**src/hdl/rds_pkg.sv**
```systemverilog
// rds_pkg: constants and types shared by the strap and detect logic.
// assumes a 40 MHz system clock and strap levels already resolved to codes.
package rds_pkg;
    // four-level strap codes
    typedef enum logic [1:0] {
        RDS_L0,
        RDS_L1,
        RDS_L2,
        RDS_L3
    } rds_level_e;

    // clock and timing
    localparam int RDS_CLK_MHZ = 40;
    localparam int RDS_POLL_US = 150;
    localparam int RDS_POLL_CYCLES = RDS_POLL_US * RDS_CLK_MHZ;
    localparam int RDS_POLL_W = 14;
    // edges after reset release before straps are captured; long enough
    // for the three-stage pin filter to flush its reset value
    localparam int RDS_SAMPLE_WAIT = 5;

    // level field width on the level-resolver inputs
    localparam int RDS_LVL_W = 2;

    // reset values
    localparam logic [1:0] RDS_STRAP_RST = 2'h3;
    localparam logic [1:0] RDS_CNT_RST = 2'h0;

    // mode strap decode
    localparam logic [1:0] RDS_MODE_PIN = 2'h0;
    localparam logic [1:0] RDS_MODE_CTRL = 2'h1;
    localparam logic [1:0] RDS_MODE_TGT = 2'h2;
    localparam logic [1:0] RDS_MODE_RSVD = 2'h3;

    // dc gain codes in steps of 3 dB, signed
    localparam logic signed [2:0] RDS_GAIN_M6 = 3'sh6;
    localparam logic signed [2:0] RDS_GAIN_M3 = 3'sh7;
    localparam logic signed [2:0] RDS_GAIN_P3 = 3'sh1;
    localparam logic signed [2:0] RDS_GAIN_0 = 3'sh0;
endpackage

```
**src/hdl/rds_rx_detect.sv**
```systemverilog
// rds_rx_detect: strap latch, mode and gain decode, receiver-detect engine.
// assumes straps are resolved to two-bit levels by an analog comparator,
// and a far-end detect probe answers within one poll interval.
// Function
// [RULE1] detect sequence at power-up and after reset
// [RULE2] detect strap L0: no detect, 50 ohm
// [RULE3] hi-z before detection, 50 ohm after
// [RULE4] repeat attempt every 150 us
// [RULE5] L1 needs three consecutive valid detections
// [RULE6] L2 needs two consecutive valid detections
// [RULE7] L3 completes on first valid detection
// [RULE8] power-down forces manual reset, hi-z inputs
// [RULE9] pin mode decodes gain strap to gain
// [RULE10] bus modes take gain from register value
// [RULE11] mode strap: pin, controller, target, reserved
// [RULE12] gain and detect pins double as sda/scl
// [RULE13] each strap resolves to one of four levels
// [RULE14] sample straps once after power-on reset
// [RULE15] interval counter reloads, count clears on power-down
// [RULE16] latched strap codes hold until reset
`timescale 1ns/1ps
module rds_rx_detect
    import rds_pkg::*;
(
    input wire logic clk_in,
    input wire logic nrst_in,
    input wire logic [1:0] mode_level_in,
    input wire logic [1:0] gain_level_in,
    input wire logic [1:0] detect_policy_strap_in,
    input wire logic power_down_input_in,
    input wire logic term_valid_in,
    input wire logic signed [2:0] reg_gain_in,
    output logic [1:0] mode_out,
    output logic bus_mode_out,
    output logic signed [2:0] dc_gain_out,
    output logic term_50_out,
    output logic probe_out,
    output logic detect_done_out,
    output logic [1:0] valid_cnt_out
);
    typedef enum logic [2:0] {
        RDS_ST_SAMPLE,
        RDS_ST_OFF,
        RDS_ST_WAIT,
        RDS_ST_PROBE,
        RDS_ST_DONE,
        RDS_ST_PDN
    } rds_state_e;

    logic [1:0] mode_sync, gain_sync, det_sync;
    logic pdn_s1_reg, pdn_s2_reg, pdn_s3_reg, pdn_reg, pdn_next;
    logic tv_s1_reg, tv_s2_reg, tv_s3_reg, tv_reg, tv_next;
    logic [1:0] mode_reg, mode_next, gain_reg, gain_next, det_reg, det_next;
    logic [RDS_POLL_W-1:0] tmr_reg, tmr_next;
    logic [1:0] cnt_reg, cnt_next;
    rds_state_e st_reg, st_next;
    logic signed [2:0] gain_q_reg, gain_q_next;

    // consecutive detections needed for a given policy level
    function automatic logic [1:0] need_count(input logic [1:0] lvl);
        case (lvl)
            RDS_L1: need_count = 2'h3;
            RDS_L2: need_count = 2'h2;
            default: need_count = 2'h1;
        endcase
    endfunction

    // straps resolve to four levels and pass the pin synchroniser [RULE13]
    rds_level_sync u_mode_sync (
        .clk_in(clk_in),
        .nrst_in(nrst_in),
        .level_in(mode_level_in),
        .level_out(mode_sync)
    );
    rds_level_sync u_gain_sync (
        .clk_in(clk_in),
        .nrst_in(nrst_in),
        .level_in(gain_level_in),
        .level_out(gain_sync)
    );
    rds_level_sync u_det_sync (
        .clk_in(clk_in),
        .nrst_in(nrst_in),
        .level_in(detect_policy_strap_in),
        .level_out(det_sync)
    );

    // single-bit pin filters: accept when stages two and three agree
    always_comb begin
        pdn_next = pdn_reg;
        tv_next = tv_reg;
        if (pdn_s2_reg == pdn_s3_reg) begin
            pdn_next = pdn_s3_reg;
        end
        if (tv_s2_reg == tv_s3_reg) begin
            tv_next = tv_s3_reg;
        end
    end

    always_ff @(posedge clk_in) begin
        if (!nrst_in) begin
            pdn_s1_reg <= 1'b0;
            pdn_s2_reg <= 1'b0;
            pdn_s3_reg <= 1'b0;
            pdn_reg <= 1'b0;
            tv_s1_reg <= 1'b0;
            tv_s2_reg <= 1'b0;
            tv_s3_reg <= 1'b0;
            tv_reg <= 1'b0;
        end else begin
            pdn_s1_reg <= power_down_input_in;
            pdn_s2_reg <= pdn_s1_reg;
            pdn_s3_reg <= pdn_s2_reg;
            pdn_reg <= pdn_next;
            tv_s1_reg <= term_valid_in;
            tv_s2_reg <= tv_s1_reg;
            tv_s3_reg <= tv_s2_reg;
            tv_reg <= tv_next;
        end
    end

    // detect engine and strap latch; strap capture waits for the
    // synchroniser to flush so a stale reset value is never latched
    always_comb begin
        st_next = st_reg;
        tmr_next = tmr_reg;
        cnt_next = cnt_reg;
        mode_next = mode_reg;
        gain_next = gain_reg;
        det_next = det_reg;
        case (st_reg)
            RDS_ST_SAMPLE: begin
                if (tmr_reg == 14'(RDS_SAMPLE_WAIT)) begin
                    // one-time capture after reset release [RULE14] [RULE16]
                    mode_next = mode_sync;
                    gain_next = gain_sync;
                    det_next = det_sync;
                    tmr_next = '0;
                    st_next = RDS_ST_WAIT; // start detect [RULE1]
                end else begin
                    tmr_next = tmr_reg + 14'h0001;
                end
            end
            RDS_ST_OFF: begin
                st_next = RDS_ST_OFF; // detection disabled [RULE2]
            end
            RDS_ST_WAIT: begin
                // interval pacing, reloaded each attempt [RULE4] [RULE15]
                if (tmr_reg == 14'(RDS_POLL_CYCLES - 1)) begin
                    tmr_next = '0;
                    st_next = RDS_ST_PROBE;
                end else begin
                    tmr_next = tmr_reg + 14'h0001;
                end
            end
            RDS_ST_PROBE: begin
                if (tv_reg) begin
                    // [RULE5] [RULE6] [RULE7]
                    if (cnt_reg + 2'h1 >= need_count(det_reg)) begin
                        cnt_next = cnt_reg + 2'h1;
                        st_next = RDS_ST_DONE;
                    end else begin
                        cnt_next = cnt_reg + 2'h1;
                        st_next = RDS_ST_WAIT;
                    end
                end else begin
                    cnt_next = RDS_CNT_RST; // miss restarts the run [RULE5]
                    st_next = RDS_ST_WAIT;
                end
            end
            RDS_ST_DONE: begin
                st_next = RDS_ST_DONE;
            end
            RDS_ST_PDN: begin
                // release re-runs detection [RULE1] [RULE8]
                if (!pdn_reg) begin
                    st_next = RDS_ST_WAIT;
                end
            end
            default: begin
                st_next = RDS_ST_SAMPLE;
            end
        endcase
        // policy L0 forces disable once straps are known [RULE2]
        if (st_reg != RDS_ST_SAMPLE && det_reg == RDS_L0) begin
            st_next = RDS_ST_OFF;
        end
        // power-down overrides every policy [RULE8] [RULE15]
        if (st_reg != RDS_ST_SAMPLE && pdn_reg) begin
            st_next = RDS_ST_PDN;
            cnt_next = RDS_CNT_RST;
            tmr_next = '0;
        end
    end

    always_ff @(posedge clk_in) begin
        if (!nrst_in) begin
            st_reg <= RDS_ST_SAMPLE;
            tmr_reg <= '0;
            cnt_reg <= RDS_CNT_RST;
            mode_reg <= RDS_STRAP_RST;
            gain_reg <= RDS_STRAP_RST;
            det_reg <= RDS_STRAP_RST;
        end else begin
            st_reg <= st_next;
            tmr_reg <= tmr_next;
            cnt_reg <= cnt_next;
            mode_reg <= mode_next;
            gain_reg <= gain_next;
            det_reg <= det_next;
        end
    end

    // gain source: strap in pin mode, register value in bus modes, zero in reserved mode
    always_comb begin
        gain_q_next = RDS_GAIN_0;
        if (mode_reg == RDS_MODE_PIN) begin
            case (gain_reg) // [RULE9]
                RDS_L0: gain_q_next = RDS_GAIN_M6;
                RDS_L1: gain_q_next = RDS_GAIN_M3;
                RDS_L2: gain_q_next = RDS_GAIN_P3;
                default: gain_q_next = RDS_GAIN_0;
            endcase
        end else if (mode_reg != RDS_MODE_RSVD) begin
            gain_q_next = reg_gain_in; // [RULE10]
        end
    end

    always_ff @(posedge clk_in) begin
        if (!nrst_in) begin
            gain_q_reg <= RDS_GAIN_0;
        end else begin
            gain_q_reg <= gain_q_next;
        end
    end

    // [RULE11] mode decode; [RULE12] bus modes turn gain/detect pins
    // into sda/scl, so the gain strap code is ignored downstream; the detect strap code still sets the policy
    assign mode_out = mode_reg;
    assign bus_mode_out = (mode_reg == RDS_MODE_CTRL) ||
                          (mode_reg == RDS_MODE_TGT);
    assign dc_gain_out = gain_q_reg;
    // termination: 50 ohm when disabled or done, hi-z otherwise [RULE3]
    assign term_50_out = (st_reg == RDS_ST_OFF) || (st_reg == RDS_ST_DONE);
    assign probe_out = (st_reg == RDS_ST_PROBE);
    assign detect_done_out = (st_reg == RDS_ST_DONE);
    assign valid_cnt_out = cnt_reg;

    // cycles since the last attempt; feeds only the interval check,
    // cleared wherever the engine itself restarts its pacing
    logic [RDS_POLL_W-1:0] gap_reg, gap_next;

    always_comb begin
        gap_next = gap_reg + 14'h0001;
        if (probe_out || st_reg == RDS_ST_SAMPLE ||
                st_reg == RDS_ST_PDN) begin
            gap_next = '0;
        end
    end

    always_ff @(posedge clk_in) begin
        if (!nrst_in) begin
            gap_reg <= '0;
        end else begin
            gap_reg <= gap_next;
        end
    end
endmodule

```
**src/hdl/rds_level_sync.sv**
```systemverilog
// rds_level_sync: three-stage synchroniser for one two-bit strap level.
// assumes the level comes from a pin comparator outside the clock domain.
`timescale 1ns/1ps
module rds_level_sync
    import rds_pkg::*;
(
    input wire logic clk_in,
    input wire logic nrst_in,
    input wire logic [1:0] level_in,
    output logic [1:0] level_out
);
    logic [1:0] s1_reg, s2_reg, s3_reg, q_reg;
    logic [1:0] q_next;

    // change accepted only when the last two stages agree
    always_comb begin
        q_next = q_reg;
        if (s2_reg == s3_reg) begin
            q_next = s3_reg;
        end
    end

    always_ff @(posedge clk_in) begin
        if (!nrst_in) begin
            s1_reg <= RDS_STRAP_RST;
            s2_reg <= RDS_STRAP_RST;
            s3_reg <= RDS_STRAP_RST;
            q_reg <= RDS_STRAP_RST;
        end else begin
            s1_reg <= level_in;
            s2_reg <= s1_reg;
            s3_reg <= s2_reg;
            q_reg <= q_next;
        end
    end

    assign level_out = q_reg;
endmodule

```
**config.mk**
```make
export PLATFORM = sky130hd
export DESIGN_NAME = rds_rx_detect
export DESIGN_NICKNAME = d
export VERILOG_FILES = /design/src/hdl/rds_pkg.sv /design/src/hdl/rds_rx_detect.sv /design/src/hdl/rds_level_sync.sv
export SDC_FILE = /design/constraint.sdc
export NUM_CORES = 1
export LEC_CHECK = 0
export ABC_AREA = 1
export BUFFER_PORTS_ARGS = -buffer_cell sky130_fd_sc_hd__buf_2
export CORE_MARGIN = 4
export CORE_UTILIZATION = 45
export DETAILED_ROUTE_END_ITERATION = 16
export PLACE_DENSITY_LB_ADDON = 0.08
export REMOVE_ABC_BUFFERS = 1
export SLEW_MARGIN = 20
export SYNTH_ARGS = -nofsm -noshare
export SYNTH_HDL_FRONTEND = slang
export SYNTH_HIERARCHICAL = 1
export SYNTH_SLANG_ARGS = --single-unit
```
**constraint.sdc**
```tcl
create_clock -name clk_in -period 2.35 [get_ports clk_in]
set_input_delay 0.47 -clock clk_in [delete_from_list [all_inputs] [get_ports clk_in]]
set_output_delay 0.47 -clock clk_in [all_outputs]
set_load 0.01 [all_outputs]
```
After elaboration in Yosys (flattened, before gate mapping) --
Cells that the tools add are included.
Cells by class: add/subtract/negate cells 2, $mul 0, divide/modulo/power cells 0, magnitude comparators 1, equality and inequality tests 25, shifts and indexed selects 0, mux-type cells 18, bitwise logic cells 1, reductions and logical operators 15
Operators with widths (count):
- 14-bit 2-to-1 mux | 2
- 14-bit case mux with 2 select lines | 1
- 3-bit 2-to-1 mux | 9
- 3-bit case mux with 6 select lines | 1
- 14-bit by 1-bit adder with 14-bit output (second input constant) | 1
- 14-bit by 13-bit == test with 1-bit output (second input constant) | 1
- 14-bit by 3-bit == test with 1-bit output (second input constant) | 1
- 4-bit != test (second input constant) | 3
- 3-bit case mux with 3 select lines | 1
- 2-bit != test (second input constant) | 4
- 2-bit by 1-bit == test with 1-bit output (second input constant) | 3
- 2-bit == test | 3
- 2-bit == test (second input constant) | 3
- 3-bit by 2-bit == test with 1-bit output (second input constant) | 2
- 3-bit == test (second input constant) | 2
- 2-bit zero test | 3
- 2-bit 2-to-1 mux | 3
- 3-bit AND reduction | 2
- 2-bit case mux with 2 select lines | 1
- 3-bit by 1-bit == test with 1-bit output (second input constant) | 1
- 3-bit zero test | 1
- 3-bit nonzero test | 1
- 3-bit OR reduction | 1
- 2-bit by 1-bit adder with 2-bit output (second input constant) | 1
- other kinds (8) | 11
Storage, ports and cells: register bits after elaboration 60, latch bits 0, RAM bits 0, ROM bits 0, bits of input ports 13, output and inout port bits 11, memories kept 0

Depth between registers and ports, before layout --
word-level depth 10, depth in mapped cells 12, mapped depth without buffers 12

Modules after synthesis --
Netlist, hierarchy kept.
Modules (own cells, without submodules):
- rds_rx_detect | times used 1, cells an instance 279, area an instance 1939.4 sq um, seq. area each 720.7 sq um
- rds_level_sync | times used 3, cells an instance 33, area an instance 272.8 sq um, seq. area each 160.2 sq um

Least setup slack after synthesis --
No wires, ideal clock.
path kind register -> register, start point register det_reg[1], end point register st_reg[1], arrival 1.318 ns, data required time 2.286 ns, setup slack 0.968 ns, stages on the path, launching flop included 12, path buffers 0, cells stage by stage dfxtp_1 inv_1 ha_1 inv_1 ha_1 o21ai_0 nand2_1 nand2_1 nand2_1 nand2_1 nand3_1 nor2_1
On the way: word-level cells in the longest chain between the ends 8, elaborated cells on any way between the ends 12, classes of those cells 1 x order compare; 2 x eq/ne; 6 x mux; 3 x reduce/logical
Ends and longest elaborated chain:
- start, declared | line rds_rx_detect.sv:53 | logic [1:0] mode_reg, mode_next, gain_reg, gain_next, det_reg, det_next;
- start signal, assigned | line rds_rx_detect.sv:210 | det_reg <= det_next;
- 2-bit == test / 2-bit by 1-bit == test with 1-bit output (equally long branches) | line rds_rx_detect.sv:61 | case (lvl)
- 2-bit case mux with 2 select lines | line rds_rx_detect.sv:61
- 2-bit 2-to-1 mux | line rds_rx_detect.sv:157 | if (tv_reg) begin
- 2-bit 2-to-1 mux | line rds_rx_detect.sv:131 | case (st_reg)
- 2-bit >= comparator | line rds_rx_detect.sv:159 | if (cnt_reg + 2'h1 >= need_count(det_reg)) begin
- 3-bit 2-to-1 mux | line rds_rx_detect.sv:159
- 3-bit 2-to-1 mux | line rds_rx_detect.sv:157
- 3-bit case mux with 6 select lines | line rds_rx_detect.sv:131
- end signal, assigned | line rds_rx_detect.sv:205 | st_reg <= st_next;
- end, declared | line rds_rx_detect.sv:56 | rds_state_e st_reg, st_next;
Several ways; a longest one is shown, not always the timed one. The select of a mux whose other input is x is not followed. A chain may end at the register's enable or synchronous reset.

Worst setup path after layout --
start point register st_reg[1], end point output probe_out
On the way: word-level cells in the longest chain between the ends 1
Ends and longest elaborated chain:
- 3-bit by 2-bit == test with 1-bit output | line rds_rx_detect.sv:245 | assign probe_out = (st_reg == RDS_ST_PROBE);
- end, declared | line rds_rx_detect.sv:37 | output logic probe_out,
Every way passes these cells.

==> summary.txt <==
Outcome
  – Status: complete, no violations

Placed design
  – I/O Buffers: 23
  – DP Area: 2948 µm²
  – GPL Wtd Cong: 0.8768
  – Cells after DPL: 474
  – Dpl hpwl: 3881 µm
  – Setup WS pre-CTS: around 860 ps

Worst setup path
  – CP arrival: 1350 ps
  – CP Capture Type: output pin
  – Max FO, Critical Path: 6
  – Crit path kind: flop to output pin
  – Crit start category: flop
  – CP required: roughly 1900 ps

Min path
  – Hold Crit Class: input port to flop

Global routing
  – Vias in the first global route: 2137
  – Initial antenna violation count: 0
  – First-pass GRT wire length: 9315 µm
  – GR Overflow Total: 0
  – Global router's overall resource usage: between 15 and 20%
  – Largest net degree at the start of global routing: 27

Yosys
  – Post-Synthesis Cell Area: 2758 µm²
  – Syn_area_per_cell: roughly 7.3 µm²
  – Sequential-to-total area share from yosys stat: 43.56%
  – Total number of yosys warnings: 6
  – Distinct cells, synth: 26
  – #FFs+latches synth: 60
  – Mapped Cells: 378

Clocking
  – Cts bufs inserted: 9
  – Clk slew on worst S/H paths: around 70 ps
  – CTS max path bufs: 2
  – CTS tree: built
  – CTS sink count: 60
  – Post-CTS setup repair buffer count: 0
  – H-tree Lvls: 3
  – Clk_lat worst skew: between 300 and 400 ps
  – Hold buffers post-CTS: 0
  – Gates resized, CTS repair: 0
  – Root Buffer: clkbuf_8

Route
  – DRC: 0
  – DR pass1 iterations: 4
  – Wire per inst: between 10 and 15 µm
  – Routed wire length: 5281 µm
  – Vias: 2324
  – Via-per-instance ratio: between 4 and 5
  – Iter 0 DRT Violations: around 130
  – Final ANT Viol Nets: 0

Layout
  – # diodes: 0
  – Max reg flops: 14
  – Non-Filler Instances: 489
  – Nets: 433
  – Post-route cell area: approximately 3100 µm²
  – Share of layout cells above drive strength 1: 15.46%
  – Final core occ: 53.17%
  – Area growth, synth to finish: 14.16%

STA
  – Unrepaired setup endpoints after global routing: no
  – Worst-Margin Slew: 317.7 ps
  – Post-layout min period: 1823 ps
  – Fin crit share: between 70% and 80%
  – # setup viols final: 0
  – Slew margin rel.: approximately 79%
  – Skew final: ~3.8 ps
  – Final WS setup: between 500 and 600 ps
  – Setup TNS: 0 ps
  – Max frequency: 548.5 MHz
  – Final Max Slew Viols: 0
  – Final Hold Viols: 0

Power and ir drop
  – Leak: ~1.6 nW
  – Worst VDD drop: 0.3409 mV
  – Pwr Density: a little under 700 nW/µm²

Floorplanning
  – Die Y: around 86 µm
  – Die width: around 86 µm
  – I/O pin total: 24
  – Core Region: 5921 µm²
  – Die area: approximately 7400 µm²
  – Site Rows: 28
  – Starting Density: 46.58%

Flow run
  – Max-Cap Viols: 0
==> power by group <==
group          switching, mW  internal [mW]
sequential            0.0256           1.06
combinational          0.101         0.0644
clock                  0.395          0.540
total                  0.522           1.66
==> cells by family (layout without fill, tap and decap cells) <==
group	after synthesis	in the layout	share of synthesized area, %
compound gates	27	27	5.581
xor+xnor	5	5	1.588
fa+ha+maj	10	10	4.537
buf+inv	65	101	9.392
flops	60	60	43.56
simple gates	211	211	35.35
==> path summary, 6_finish.rpt <==
path | start | endpoint | slack (ps) | depth (start not counted)
worst max-delay path | st_reg[1] | probe_out | 530 | 3
worst min-delay path | gain_level_in[1] | u_gain_sync/s1_reg[1] | 320 | 2
worst max register to register | det_reg[1] | st_reg[1] | 870 | 11
worst min register to register | u_gain_sync/s1_reg[0] | u_gain_sync/s2_reg[0] | 410 | 1
==> cells in the final DEF (no fill, tap or decap), types with 2 or more instances in the layout <==
cell        n
a21oi_1    16
buf_2      23
clkbuf_8   11
clkinv_2    2
dfxtp_1    60
ha_1       10
inv_1      51
inv_2      11
nand2_1   111
nand2_4     3
nand3_1    30
nand3_2     6
nand4_1     5
nor2_1     34
nor3_1      4
o21ai_0     5
o21ai_1     2
o21bai_1    3
or2_1      12
xor2_1      5
==> cells in the mapped netlist <==
cell type | number | area share (%)
and2_1 | 1 | 0.23
a21oi_1 | 16 | 2.9
inv_2 | 11 | 1.5
ha_1 | 10 | 4.5
nand2_4 | 3 | 1.2
clkbuf_1 | 1 | 0.14
nand3_2 | 6 | 2.2
nor2_4 | 1 | 0.41
a21oi_4 | 1 | 0.59
dfxtp_1 | 60 | 44
xor2_1 | 5 | 1.6
buf_6 | 2 | 0.82
nor2_1 | 34 | 4.6
nor3b_2 | 1 | 0.45
inv_1 | 51 | 6.9
nor3_4 | 1 | 0.59
nor2_2 | 1 | 0.23
o21bai_1 | 3 | 0.82
o21ai_0 | 5 | 0.91
or2_1 | 12 | 2.7
nand3_1 | 30 | 5.4
nand2_1 | 111 | 15
nor3_1 | 4 | 0.73
nand4_1 | 5 | 1.1
nand3b_1 | 1 | 0.27
o21ai_1 | 2 | 0.36
==> worst max-delay path, cell delays in order (launching register included) <==
cell and delay [ps]:
dfxtp_1 420, inv_1 110, nor3_4 290, buf_2 200
==> final cells by class <==
class | count | area, µm²
fill | 586 | 2773
multi-input combinational | 253 | 1297
sequential | 60 | 1201
inverter | 62 | 232.7
clock buffer | 11 | 151.4
timing repair buffer | 24 | 122.6
tap | 75 | 93.84
clock inverter | 4 | 48.80
==> through the flow <==
| step | hold WS (ps) | total power [mW] |
|---|---|---|
| global route | 297.5 | 2.288 |
| CTS | 304.2 | 2.207 |
| finish | 316.4 | 2.182 |
| floorplan | 385.5 | 1.219 |
| global placement | 387.8 | 1.269 |
| detailed placement | 392.4 | 1.271 |
==> layer usage <==
layer / part of all wire (%) / up-vias / track usage [%]
li1: - / 1240 / -
met4: 2.9 / 0 / 9.348
met3: 5.1 / 14 / 3.422
met5: 0 / - / 0
met2: 43 / 50 / 24.46
met1: 49 / 1020 / 20.51
Note: power is estimated with default switching activity, not from simulation.
